$ cat src/hdl/hbtu_pkg.sv
// Purpose: Constants and types for the hardware breakpoint trigger unit
// Assumes: 32-bit addresses, one hart, eight slots
// Notes:   Field positions follow the match control word layout
package hbtu_pkg;
   localparam int          SLOTS        = 8;
   localparam int          IDX_W        = 3;
   // CSR selector codes on the csr port
   localparam logic [1:0]  CSR_INDEX    = 2'h0;
   localparam logic [1:0]  CSR_WORD1    = 2'h1;
   localparam logic [1:0]  CSR_WORD2    = 2'h2;
   localparam logic [1:0]  CSR_WORD3    = 2'h3;
   // Control word field positions
   localparam int          F_LOAD       = 0;
   localparam int          F_STORE      = 1;
   localparam int          F_FETCH      = 2;
   localparam int          F_USER       = 3;
   localparam int          F_SUPER      = 4;
   localparam int          F_MACH       = 6;
   localparam int          F_RANGE_LO   = 7;
   localparam int          F_RANGE_HI   = 10;
   localparam int          F_LINK       = 11;
   localparam int          F_RESP_LO    = 12;
   localparam int          F_RESP_HI    = 17;
   localparam int          F_TIMING     = 18;
   localparam int          F_SELECT     = 19;
   localparam int          F_WIDE_LO    = 21;
   localparam int          F_WIDE_HI    = 26;
   localparam int          F_LOCK       = 27;
   localparam int          F_KIND_LO    = 28;
   localparam int          F_KIND_HI    = 31;
   // Fixed field values
   localparam logic [3:0]  KIND_ADDR    = 4'h2;
   localparam logic [3:0]  KIND_NONE    = 4'h0;
   localparam logic [5:0]  WIDEST_LOG2  = 6'h04;
   localparam logic [5:0]  RESP_DEBUG   = 6'h01;
   localparam logic [3:0]  CAUSE_BREAK  = 4'h3;
   localparam logic [31:0] WORD_ZERO    = 32'h0000_0000;
   // Privilege levels as presented by the pipeline
   localparam logic [1:0]  PRIV_USER    = 2'h0;
   localparam logic [1:0]  PRIV_SUPER   = 2'h1;
   localparam logic [1:0]  PRIV_MACH    = 2'h3;

   // Range-kind encodings that are retained
   typedef enum logic [3:0] {
      RANGE_EXACT = 4'h0,
      RANGE_NAPOT = 4'h1,
      RANGE_GE    = 4'h2,
      RANGE_LT    = 4'h3
   } hbtu_range_type;

   // One slot's stored state
   typedef struct packed {
      logic           lock;
      logic           resp_debug;
      logic           link;
      hbtu_range_type range;
      logic           en_mach;
      logic           en_super;
      logic           en_user;
      logic           en_fetch;
      logic           en_store;
      logic           en_load;
      logic [31:0]    addr;
   } hbtu_slot_type;

   // One access presented by the pipeline
   typedef struct packed {
      logic        valid;
      logic        load;
      logic        store;
      logic        fetch;
      logic [1:0]  priv;
      logic [31:0] addr;
   } hbtu_access_type;

   // One CSR request
   typedef struct packed {
      logic        valid;
      logic        write;
      logic [1:0]  sel;
      logic [31:0] wdata;
   } hbtu_csr_req_type;
endpackage : hbtu_pkg

$ cat src/hdl/hbtu_trigger_unit.sv
// Purpose: Per-hart breakpoint trigger slots with CSR access and hit report
// Assumes: Pipeline and CSR file share clk_sys_i; inputs need no synchroniser
// Notes:   Compare is combinational in the access cycle; outputs registered
`timescale 1ns/100ps
`default_nettype none
module hbtu_trigger_unit
   import hbtu_pkg::*;
(
   input  wire logic             clk_sys_i,
   input  wire logic             rst_i,
   input  wire logic             debug_mode_i,
   input  wire hbtu_csr_req_type csr_req_i,
   input  wire hbtu_access_type  access_i,
   output logic                  csr_ack_o,
   output logic [31:0]           csr_rdata_o,
   output logic                  csr_illegal_o,
   output logic                  hit_exc_o,
   output logic                  hit_debug_o,
   output logic [3:0]            hit_cause_o,
   output logic [31:0]           hit_addr_o
);

   ////////////////////////////////////////////////////////////////////////////
   // Helpers

   // Widest range fixed at 16 bytes; extra trailing ones still clamp there
   // Mask of compared bits for a power-of-two range; clamped to 16 bytes
   function automatic logic [31:0] napot_mask(input logic [31:0] a);
      logic [31:0] m;
      m = 32'hFFFF_FFFE;
      if (a[0]) begin
         m = 32'hFFFF_FFFC;
         if (a[1]) begin
            m = 32'hFFFF_FFF8;
            if (a[2]) begin
               m = 32'hFFFF_FFF0;
            end
         end
      end
      return m;
   endfunction : napot_mask

   // Address part of a slot's condition
   function automatic logic addr_match(input hbtu_slot_type s, input logic [31:0] a);
      logic [31:0] m;
      logic        r;
      m = napot_mask(s.addr);
      unique case (s.range)
         RANGE_EXACT: r = (a == s.addr);
         RANGE_NAPOT: r = ((a & m) == (s.addr & m));
         RANGE_GE:    r = (a >= s.addr);
         RANGE_LT:    r = (a < s.addr);
         default:     r = 1'b0;
      endcase
      return r;
   endfunction : addr_match

   ////////////////////////////////////////////////////////////////////////////
   // State

   hbtu_slot_type        slot_ff [SLOTS];
   logic [IDX_W-1:0]     sel_ff;
   logic                 csr_ack_ff;
   logic [31:0]          csr_rdata_ff;
   logic                 csr_illegal_ff;
   logic                 hit_exc_ff;
   logic                 hit_debug_ff;
   logic [3:0]           hit_cause_ff;
   logic [31:0]          hit_addr_ff;

   ////////////////////////////////////////////////////////////////////////////
   // CSR decode

   hbtu_slot_type        cur_slot;
   wire logic            m_locked;
   wire logic            csr_word;
   wire logic            csr_bad;
   wire logic            wr_index;
   wire logic            wr_word1;
   wire logic            wr_word2;
   wire logic [31:0]     word1_view;
   wire logic [31:0]     rd_mux;
   wire logic [3:0]      wr_range;
   wire logic [5:0]      wr_resp;
   wire logic            range_ok;
   wire logic            resp_ok;
   logic [IDX_W-1:0]     nxt_sel;

   assign cur_slot  = slot_ff[sel_ff];
   assign m_locked  = cur_slot.lock && !debug_mode_i;
   assign csr_word  = csr_req_i.sel != CSR_INDEX;
   assign csr_bad   = csr_req_i.valid && csr_word && m_locked;
   assign wr_index  = csr_req_i.valid && csr_req_i.write && (csr_req_i.sel == CSR_INDEX);
   assign wr_word1  = csr_req_i.valid && csr_req_i.write && (csr_req_i.sel == CSR_WORD1)
                      && !m_locked;
   assign wr_word2  = csr_req_i.valid && csr_req_i.write && (csr_req_i.sel == CSR_WORD2)
                      && !m_locked;
   assign wr_range  = csr_req_i.wdata[F_RANGE_HI:F_RANGE_LO];
   assign wr_resp   = csr_req_i.wdata[F_RESP_HI:F_RESP_LO];
   assign range_ok  = wr_range <= RANGE_LT;
   assign resp_ok   = wr_resp <= RESP_DEBUG;

   // Control word view; kind, widest range, fixed zeros
   assign word1_view = {KIND_ADDR, cur_slot.lock, WIDEST_LOG2, 1'b0, 1'b0, 1'b0,
                        5'h00, cur_slot.resp_debug, cur_slot.link, cur_slot.range,
                        cur_slot.en_mach, 1'b0, cur_slot.en_super, cur_slot.en_user,
                        cur_slot.en_fetch, cur_slot.en_store, cur_slot.en_load};

   // Word selection; locked slot shows nothing to machine mode
   assign rd_mux = (csr_req_i.sel == CSR_INDEX) ? 32'(sel_ff) :
                   m_locked                     ? WORD_ZERO :
                   (csr_req_i.sel == CSR_WORD1) ? word1_view :
                   (csr_req_i.sel == CSR_WORD2) ? cur_slot.addr : WORD_ZERO;

   // Out-of-range index writes leave the index alone
   always_comb begin
      nxt_sel = sel_ff;
      if (wr_index && (csr_req_i.wdata < 32'(SLOTS))) begin
         nxt_sel = csr_req_i.wdata[IDX_W-1:0];
      end
   end

   // CSR answer registers, one cycle after the request
   always_ff @(posedge clk_sys_i) begin
      if (rst_i) begin
         sel_ff         <= '0;
         csr_ack_ff     <= 1'b0;
         csr_rdata_ff   <= WORD_ZERO;
         csr_illegal_ff <= 1'b0;
      end else begin
         sel_ff         <= nxt_sel;
         csr_ack_ff     <= csr_req_i.valid;
         csr_rdata_ff   <= csr_req_i.valid ? rd_mux : WORD_ZERO;
         csr_illegal_ff <= csr_bad;
      end
   end

   ////////////////////////////////////////////////////////////////////////////
   // Slot storage

   // Reset to zero; eight slots, WARL fields keep old on bad write
   always_ff @(posedge clk_sys_i) begin
      if (rst_i) begin
         for (int i = 0; i < SLOTS; i++) begin
            slot_ff[i] <= '0;
         end
      end else if (wr_word1) begin
         slot_ff[sel_ff].en_load  <= csr_req_i.wdata[F_LOAD];
         slot_ff[sel_ff].en_store <= csr_req_i.wdata[F_STORE];
         slot_ff[sel_ff].en_fetch <= csr_req_i.wdata[F_FETCH];
         slot_ff[sel_ff].en_user  <= csr_req_i.wdata[F_USER];
         slot_ff[sel_ff].en_super <= csr_req_i.wdata[F_SUPER];
         slot_ff[sel_ff].en_mach  <= csr_req_i.wdata[F_MACH];
         if (range_ok) begin
            slot_ff[sel_ff].range <= hbtu_range_type'(wr_range);
         end
         if (resp_ok) begin
            slot_ff[sel_ff].resp_debug <= wr_resp[0];
         end
         // Last slot has no partner, so its link bit stays clear
         slot_ff[sel_ff].link <= csr_req_i.wdata[F_LINK] && (sel_ff != IDX_W'(SLOTS-1));
         // Only debug mode may claim or release a slot
         if (debug_mode_i) begin
            slot_ff[sel_ff].lock <= csr_req_i.wdata[F_LOCK];
         end
      end else if (wr_word2) begin
         slot_ff[sel_ff].addr <= csr_req_i.wdata;
      end
   end

   ////////////////////////////////////////////////////////////////////////////
   // Match logic

   logic [SLOTS-1:0]     cond;
   logic [SLOTS-1:0]     fire;
   logic [IDX_W-1:0]     win_idx;
   logic                 any_fire;

   // Same-cycle qualified compare; no triggers while in debug mode
   always_comb begin
      for (int i = 0; i < SLOTS; i++) begin
         cond[i] = access_i.valid && !debug_mode_i
                   && ((access_i.load  && slot_ff[i].en_load)
                    || (access_i.store && slot_ff[i].en_store)
                    || (access_i.fetch && slot_ff[i].en_fetch))
                   && ((access_i.priv == PRIV_USER  && slot_ff[i].en_user)
                    || (access_i.priv == PRIV_SUPER && slot_ff[i].en_super)
                    || (access_i.priv == PRIV_MACH  && slot_ff[i].en_mach))
                   && addr_match(slot_ff[i], access_i.addr);
      end
   end

   // Chained pairs; lower slot low bound, upper slot end bound
   // Slot zero has no lower partner, so it stands outside the loop
   always_comb begin
      fire[0] = cond[0] && !slot_ff[0].link;
      for (int i = 1; i < SLOTS; i++) begin
         fire[i] = cond[i] && !slot_ff[i].link && !(slot_ff[i-1].link && !cond[i-1]);
      end
   end

   // Lowest-numbered firing slot decides the response
   always_comb begin
      win_idx  = '0;
      any_fire = 1'b0;
      for (int i = SLOTS - 1; i >= 0; i--) begin
         if (fire[i]) begin
            win_idx  = IDX_W'(i);
            any_fire = 1'b1;
         end
      end
   end

   // Precise hit report with faulting address; response choice
   always_ff @(posedge clk_sys_i) begin
      if (rst_i) begin
         hit_exc_ff   <= 1'b0;
         hit_debug_ff <= 1'b0;
         hit_cause_ff <= CAUSE_BREAK;
         hit_addr_ff  <= WORD_ZERO;
      end else begin
         // Cause is fixed; held in a flop so every output leaves a register
         hit_cause_ff <= CAUSE_BREAK;
         hit_exc_ff   <= any_fire && !slot_ff[win_idx].resp_debug;
         hit_debug_ff <= any_fire && slot_ff[win_idx].resp_debug;
         hit_addr_ff  <= any_fire ? access_i.addr : hit_addr_ff;
      end
   end

   assign csr_ack_o     = csr_ack_ff;
   assign csr_rdata_o   = csr_rdata_ff;
   assign csr_illegal_o = csr_illegal_ff;
   assign hit_exc_o     = hit_exc_ff;
   assign hit_debug_o   = hit_debug_ff;
   assign hit_cause_o   = hit_cause_ff;
   assign hit_addr_o    = hit_addr_ff;

   wire logic rd_word1 = csr_req_i.valid && !csr_req_i.write
                         && (csr_req_i.sel == CSR_WORD1) && !m_locked;

   wire logic bad_index = wr_index && (csr_req_i.wdata >= 32'(SLOTS));
endmodule : hbtu_trigger_unit
`default_nettype wire

$ cat config.mk
export PLATFORM = sky130hd
export DESIGN_NAME = hbtu_trigger_unit
export DESIGN_NICKNAME = d
export VERILOG_FILES = /design/src/hdl/hbtu_pkg.sv /design/src/hdl/hbtu_trigger_unit.sv
export SDC_FILE = /design/constraint.sdc
export NUM_CORES = 1
export LEC_CHECK = 0
export ABC_AREA = 1
export BUFFER_PORTS_ARGS = -buffer_cell sky130_fd_sc_hd__buf_2
export CAP_MARGIN = 30
export CORE_MARGIN = 5
export CORE_UTILIZATION = 25
export CTS_CLUSTER_DIAMETER = 30
export DETAILED_ROUTE_END_ITERATION = 6
export GPL_TIMING_DRIVEN = 0
export PLACE_DENSITY = 0.37
export SETUP_SLACK_MARGIN = 0.02
export SYNTH_ARGS = -nofsm -noshare
export SYNTH_HDL_FRONTEND = slang
export SYNTH_SLANG_ARGS = --single-unit
$ cat constraint.sdc
create_clock -name clk_sys_i -period 4.5 [get_ports clk_sys_i]
set_input_delay 0.675 -clock clk_sys_i [delete_from_list [all_inputs] [get_ports clk_sys_i]]
set_output_delay 0.675 -clock clk_sys_i [all_outputs]
set_load 0.05 [all_outputs]
==> metrics.txt <==
# TYPE chip_impl_metric gauge
chip_impl_info{name="status",value="complete, no violations"} 1
chip_impl_metric{name="post_cts_setup_buffer_count",unit=""} 0
chip_impl_info{name="timing.critical_path.from_type",value="register"} 1
chip_impl_info{name="synthFlopType",value="sky130_fd_sc_hd__edfxtp_1"} 1
chip_impl_metric{name="final_core_utilization",unit="%"} 32.61
chip_impl_metric{name="power_density",unit="nW/um^2"} 446.6
chip_impl_info{name="synth.top_cells.by_count",value="sky130_fd_sc_hd__nor2_1, sky130_fd_sc_hd__nand2_1, sky130_fd_sc_hd__inv_1, sky130_fd_sc_hd__edfxtp_1, sky130_fd_sc_hd__a21oi_1"} 1
chip_impl_metric{name="chipWidth",unit="um"} 338.1
chip_impl_metric{name="postSynthRegisterBits",unit=""} 434
chip_impl_metric{name="worst-endpoint-arrival",unit="ns"} 4.61
chip_impl_metric{name="route.detailed.wl_per_inst",unit="um"} 26.27
chip_impl_metric{name="rows",unit=""} 120
chip_impl_metric{name="grt_antenna_before_repair",unit=""} 14
chip_impl_metric{name="report.final.slew_viol_count",unit=""} 0
chip_impl_metric{name="n_fill_cell",unit=""} 11338
chip_impl_metric{name="timing.reg2reg.worst_path_depth",unit=""} 14
chip_impl_metric{name="grt_remaining_overflow",unit=""} 0
chip_impl_metric{name="synth_compound_area_share",unit="%"} 13.61
chip_impl_metric{name="wl",unit="mm"} 132.9
chip_impl_info{name="critPathCapture",value="slot_ff[2][11]"} 1
chip_impl_metric{name="clock_tree.buffer_depth",unit=""} 3
chip_impl_info{name="synth_most_common_cell",value="sky130_fd_sc_hd__nor2_1"} 1
chip_impl_metric{name="htreeDepth",unit=""} 4
chip_impl_metric{name="stdcell_area",unit="sq um"} 34910
chip_impl_metric{name="route.vias.total",unit=""} 24882
chip_impl_metric{name="number_of_flops_mapped_to_enable_cells_by_yosys",unit=""} 360
chip_impl_metric{name="globalplace.congestion",unit=""} 0.9246
chip_impl_metric{name="clk_transition_reported_paths",unit="ns"} 0.04
chip_impl_metric{name="yosys.area_share.xor_xnor",unit="%"} 0.09766
chip_impl_metric{name="worst_case_register_to_register_setup_slack",unit="ns"} 0.36
chip_impl_metric{name="clock-skew-final",unit="ns"} 0.03879
chip_impl_metric{name="tightestPinTransition",unit="ns"} 1.169
chip_impl_metric{name="clock-sinks",unit=""} 434
chip_impl_metric{name="worst_skew_pair.late_latency",unit="ns"} 0.73
chip_impl_metric{name="hold_critical_path_depth",unit=""} 2
chip_impl_metric{name="synth.yosys.seq_area_share",unit="%"} 45.68
chip_impl_metric{name="max_freq",unit="MHz"} 241.3
chip_impl_metric{name="numPortBuffers",unit=""} 140
chip_impl_metric{name="yosys.cell_types.count",unit=""} 53
chip_impl_info{name="min_path_type",value="in -> reg"} 1
chip_impl_metric{name="detail_route.vias_per_cell",unit=""} 4.916
chip_impl_metric{name="drv.max_cap_violation_count",unit=""} 0
chip_impl_metric{name="finalCriticalPeriod",unit="ns"} 4.144
chip_impl_metric{name="grt_first_pass_wirelength",unit="mm"} 182.8
chip_impl_metric{name="synthesis.yosys.warnings",unit=""} 0
chip_impl_metric{name="critical_path_peak_fanout",unit=""} 21
chip_impl_info{name="setup.worst_path.class",value="reg -> reg"} 1
chip_impl_info{name="worst_setup_path_end_kind",value="register"} 1
chip_impl_metric{name="gr-usage-all-layers",unit="%"} 22.81
chip_impl_metric{name="die_height",unit="um"} 338.1
chip_impl_metric{name="synth-async-reset-ratio",unit="%"} 0
chip_impl_metric{name="hpwl",unit="mm"} 101.2
chip_impl_info{name="synth_top_family_by_area",value="simple AND/OR/NAND/NOR gates"} 1
chip_impl_metric{name="final_layout_size_suffix_gt1_share",unit="%"} 14.37
chip_impl_metric{name="cts_stage_hold_buffer_count",unit=""} 0
chip_impl_metric{name="synth_simple_gate_area_share",unit="%"} 20.21
chip_impl_metric{name="initial_utilization",unit="%"} 25.13
chip_impl_metric{name="synth_cells",unit=""} 3182
chip_impl_metric{name="drt.antenna.violating_nets",unit=""} 0
chip_impl_info{name="grt_setup_unrepaired",value="false"} 1
chip_impl_metric{name="post-synth-top-area-fraction",unit="%"} 40.18
chip_impl_metric{name="first_global_vias",unit=""} 24187
chip_impl_info{name="critical_path.reg2reg.endpoint",value="slot_ff[2][11]"} 1
chip_impl_metric{name="synth_mux_area_share",unit="%"} 0
chip_impl_info{name="post-synth-top-area-cell",value="sky130_fd_sc_hd__edfxtp_1"} 1
chip_impl_metric{name="timing.final.crit_share",unit="%"} 92.09
chip_impl_metric{name="final_net_count",unit=""} 3863
chip_impl_metric{name="floorplan.io_pins",unit=""} 149
chip_impl_metric{name="setup_violations",unit=""} 0
chip_impl_metric{name="drt_drc_violations_left",unit=""} 0
chip_impl_metric{name="relSlewSlack",unit="%"} 22.03
chip_impl_metric{name="synthAdderAreaFrac",unit="%"} 11.90
chip_impl_metric{name="cts_inserted_buffers",unit=""} 147
chip_impl_info{name="cts_tree",value="yes"} 1
chip_impl_metric{name="mappedNetlistArea",unit="sq um"} 26910
chip_impl_metric{name="placement_stage_cell_area",unit="sq um"} 30010
chip_impl_metric{name="setup_total_negative_slack",unit="ns"} 0
chip_impl_metric{name="design.die.area",unit="sq um"} 114300
chip_impl_metric{name="grt_start_max_net_pins",unit=""} 25
chip_impl_metric{name="core-area",unit="sq um"} 107100
chip_impl_metric{name="required",unit="ns"} 4.96
chip_impl_metric{name="synthesis.area_per_instance",unit="sq um"} 8.456
chip_impl_metric{name="detailedRoute.firstIterationViolations",unit=""} 2403
chip_impl_metric{name="cellLeakagePower",unit="nW"} 15.08
chip_impl_info{name="clockRootBuffer",value="sky130_fd_sc_hd__clkbuf_16"} 1
chip_impl_metric{name="first_pass_iters",unit=""} 5
chip_impl_metric{name="timing.final.hold_violations",unit=""} 0
chip_impl_info{name="synth_top_cells_by_area",value="sky130_fd_sc_hd__edfxtp_1, sky130_fd_sc_hd__ha_1, sky130_fd_sc_hd__nor2_1"} 1
chip_impl_metric{name="area.growth.synth_to_final",unit="%"} 29.76
chip_impl_metric{name="power.ir.vdd_worst",unit="V"} 0.0002869
worst max-delay path, cell delays in order, from the launching register on:
cell,delay [ns]
sky130_fd_sc_hd__dfxtp_1,0.29
sky130_fd_sc_hd__buf_2,0.17
sky130_fd_sc_hd__inv_1,0.07
sky130_fd_sc_hd__buf_2,0.41
sky130_fd_sc_hd__o21ai_0,0.16
sky130_fd_sc_hd__o22ai_1,0.16
sky130_fd_sc_hd__nand2_1,0.07
sky130_fd_sc_hd__nand2_1,0.07
sky130_fd_sc_hd__nand2_1,0.13
sky130_fd_sc_hd__nand3_4,0.29
sky130_fd_sc_hd__nor2_2,0.14
sky130_fd_sc_hd__nand2_1,0.34
sky130_fd_sc_hd__clkbuf_1,0.70
sky130_fd_sc_hd__nand2_4,0.49
sky130_fd_sc_hd__buf_16,0.33
layout by cell type, fill, tap and decap left out, types with 74 or more instances in the layout:
master and n:
sky130_fd_sc_hd__a21oi_1 319, sky130_fd_sc_hd__buf_2 149, sky130_fd_sc_hd__clkbuf_1 147, sky130_fd_sc_hd__clkbuf_16 149, sky130_fd_sc_hd__dfxtp_1 74, sky130_fd_sc_hd__edfxtp_1 360, sky130_fd_sc_hd__ha_1 256, sky130_fd_sc_hd__inv_1 391
sky130_fd_sc_hd__nand2_1 444, sky130_fd_sc_hd__nand3_1 135, sky130_fd_sc_hd__nor2_1 493, sky130_fd_sc_hd__o21ai_0 240
metrics by stage:
step                      power, W  worst slack (ns)  cells  hold slack, ns
after floorplan           0.005303             1.507   3201          0.5302
after global placement    0.005858            -1.628   4744          0.4918
after detailed placement  0.005881           -0.1855   4779          0.4947
after CTS                  0.01570           0.03121   5052          0.2511
after global routing       0.01612            0.1580   5059          0.2736
final                      0.01559            0.3559   5061          0.2905
layer usage:
metal,vias up,track usage (%),routed length [um],share of wire (%)
li1,11547,-,-,-
met1,12095,31.67,61030,46
met2,1023,35.62,58790,44
met3,217,4.271,8636,6.5
met4,0,7.984,4486,3.4
met5,-,0,0,0
what timing repair did:
action / CTS / global route
resized for setup: 3 / 7
pin swaps: 0 / 0
setup endpoints to repair: 95 / 102
cloned: 0 / 0
cell type report:
| type | instances | area, sq um | share of cell area, % |
|---|---|---|---|
| multi-input combinational | 2204 | 12460 | 35.70 |
| sequential | 434 | 12290 | 35.21 |
| clock buffer | 202 | 4058 | 11.62 |
| tap | 1403 | 1755 | 5.028 |
| inverter | 416 | 1568 | 4.490 |
| timing repair buffer | 180 | 1320 | 3.781 |
| clock inverter | 71 | 733.2 | 2.100 |
| buffer | 147 | 714.4 | 2.046 |
| antenna | 4 | 10.01 | 0.02867 |
sequential cells by signal (all words and copies together), names as in the netlist, named ones only:
register       flops
csr_illegal_o      1
hit_debug_o        1
csr_ack_o          1
hit_addr_o        32
csr_rdata_o       32
hit_exc_o          1
slot_ff          360
sel_ff             3
power breakdown:
group | leakage, nW | internal (W) | switching, W
clock | 2.35 | 0.00680 | 0.00296
combinational | 8.57 | 0.000341 | 0.000874
sequential | 4.17 | 0.00452 | 0.0000955
cell families after synthesis:
kind of cell,Yosys count
AOI/OAI and AO/OA,667
adders and majority gates,256
xor gates and xnor gates,3
and+or+nand+nor,1257
buffers and inverters,563
other,2
DFF,434
worst min-delay path by stage:
stage                    endpoint     startpoint  slack (ns)
finish              hit_addr_o[2]          rst_i        0.29
global route        hit_addr_o[2]          rst_i        0.27
CTS                 hit_addr_o[2]          rst_i        0.25
detailed placement  hit_addr_o[5]  hit_addr_o[5]        0.49
global placement    hit_addr_o[5]  hit_addr_o[5]        0.49
floorplan                register      sel_ff[1]        0.53
Power figures use the tool's default switching activity.
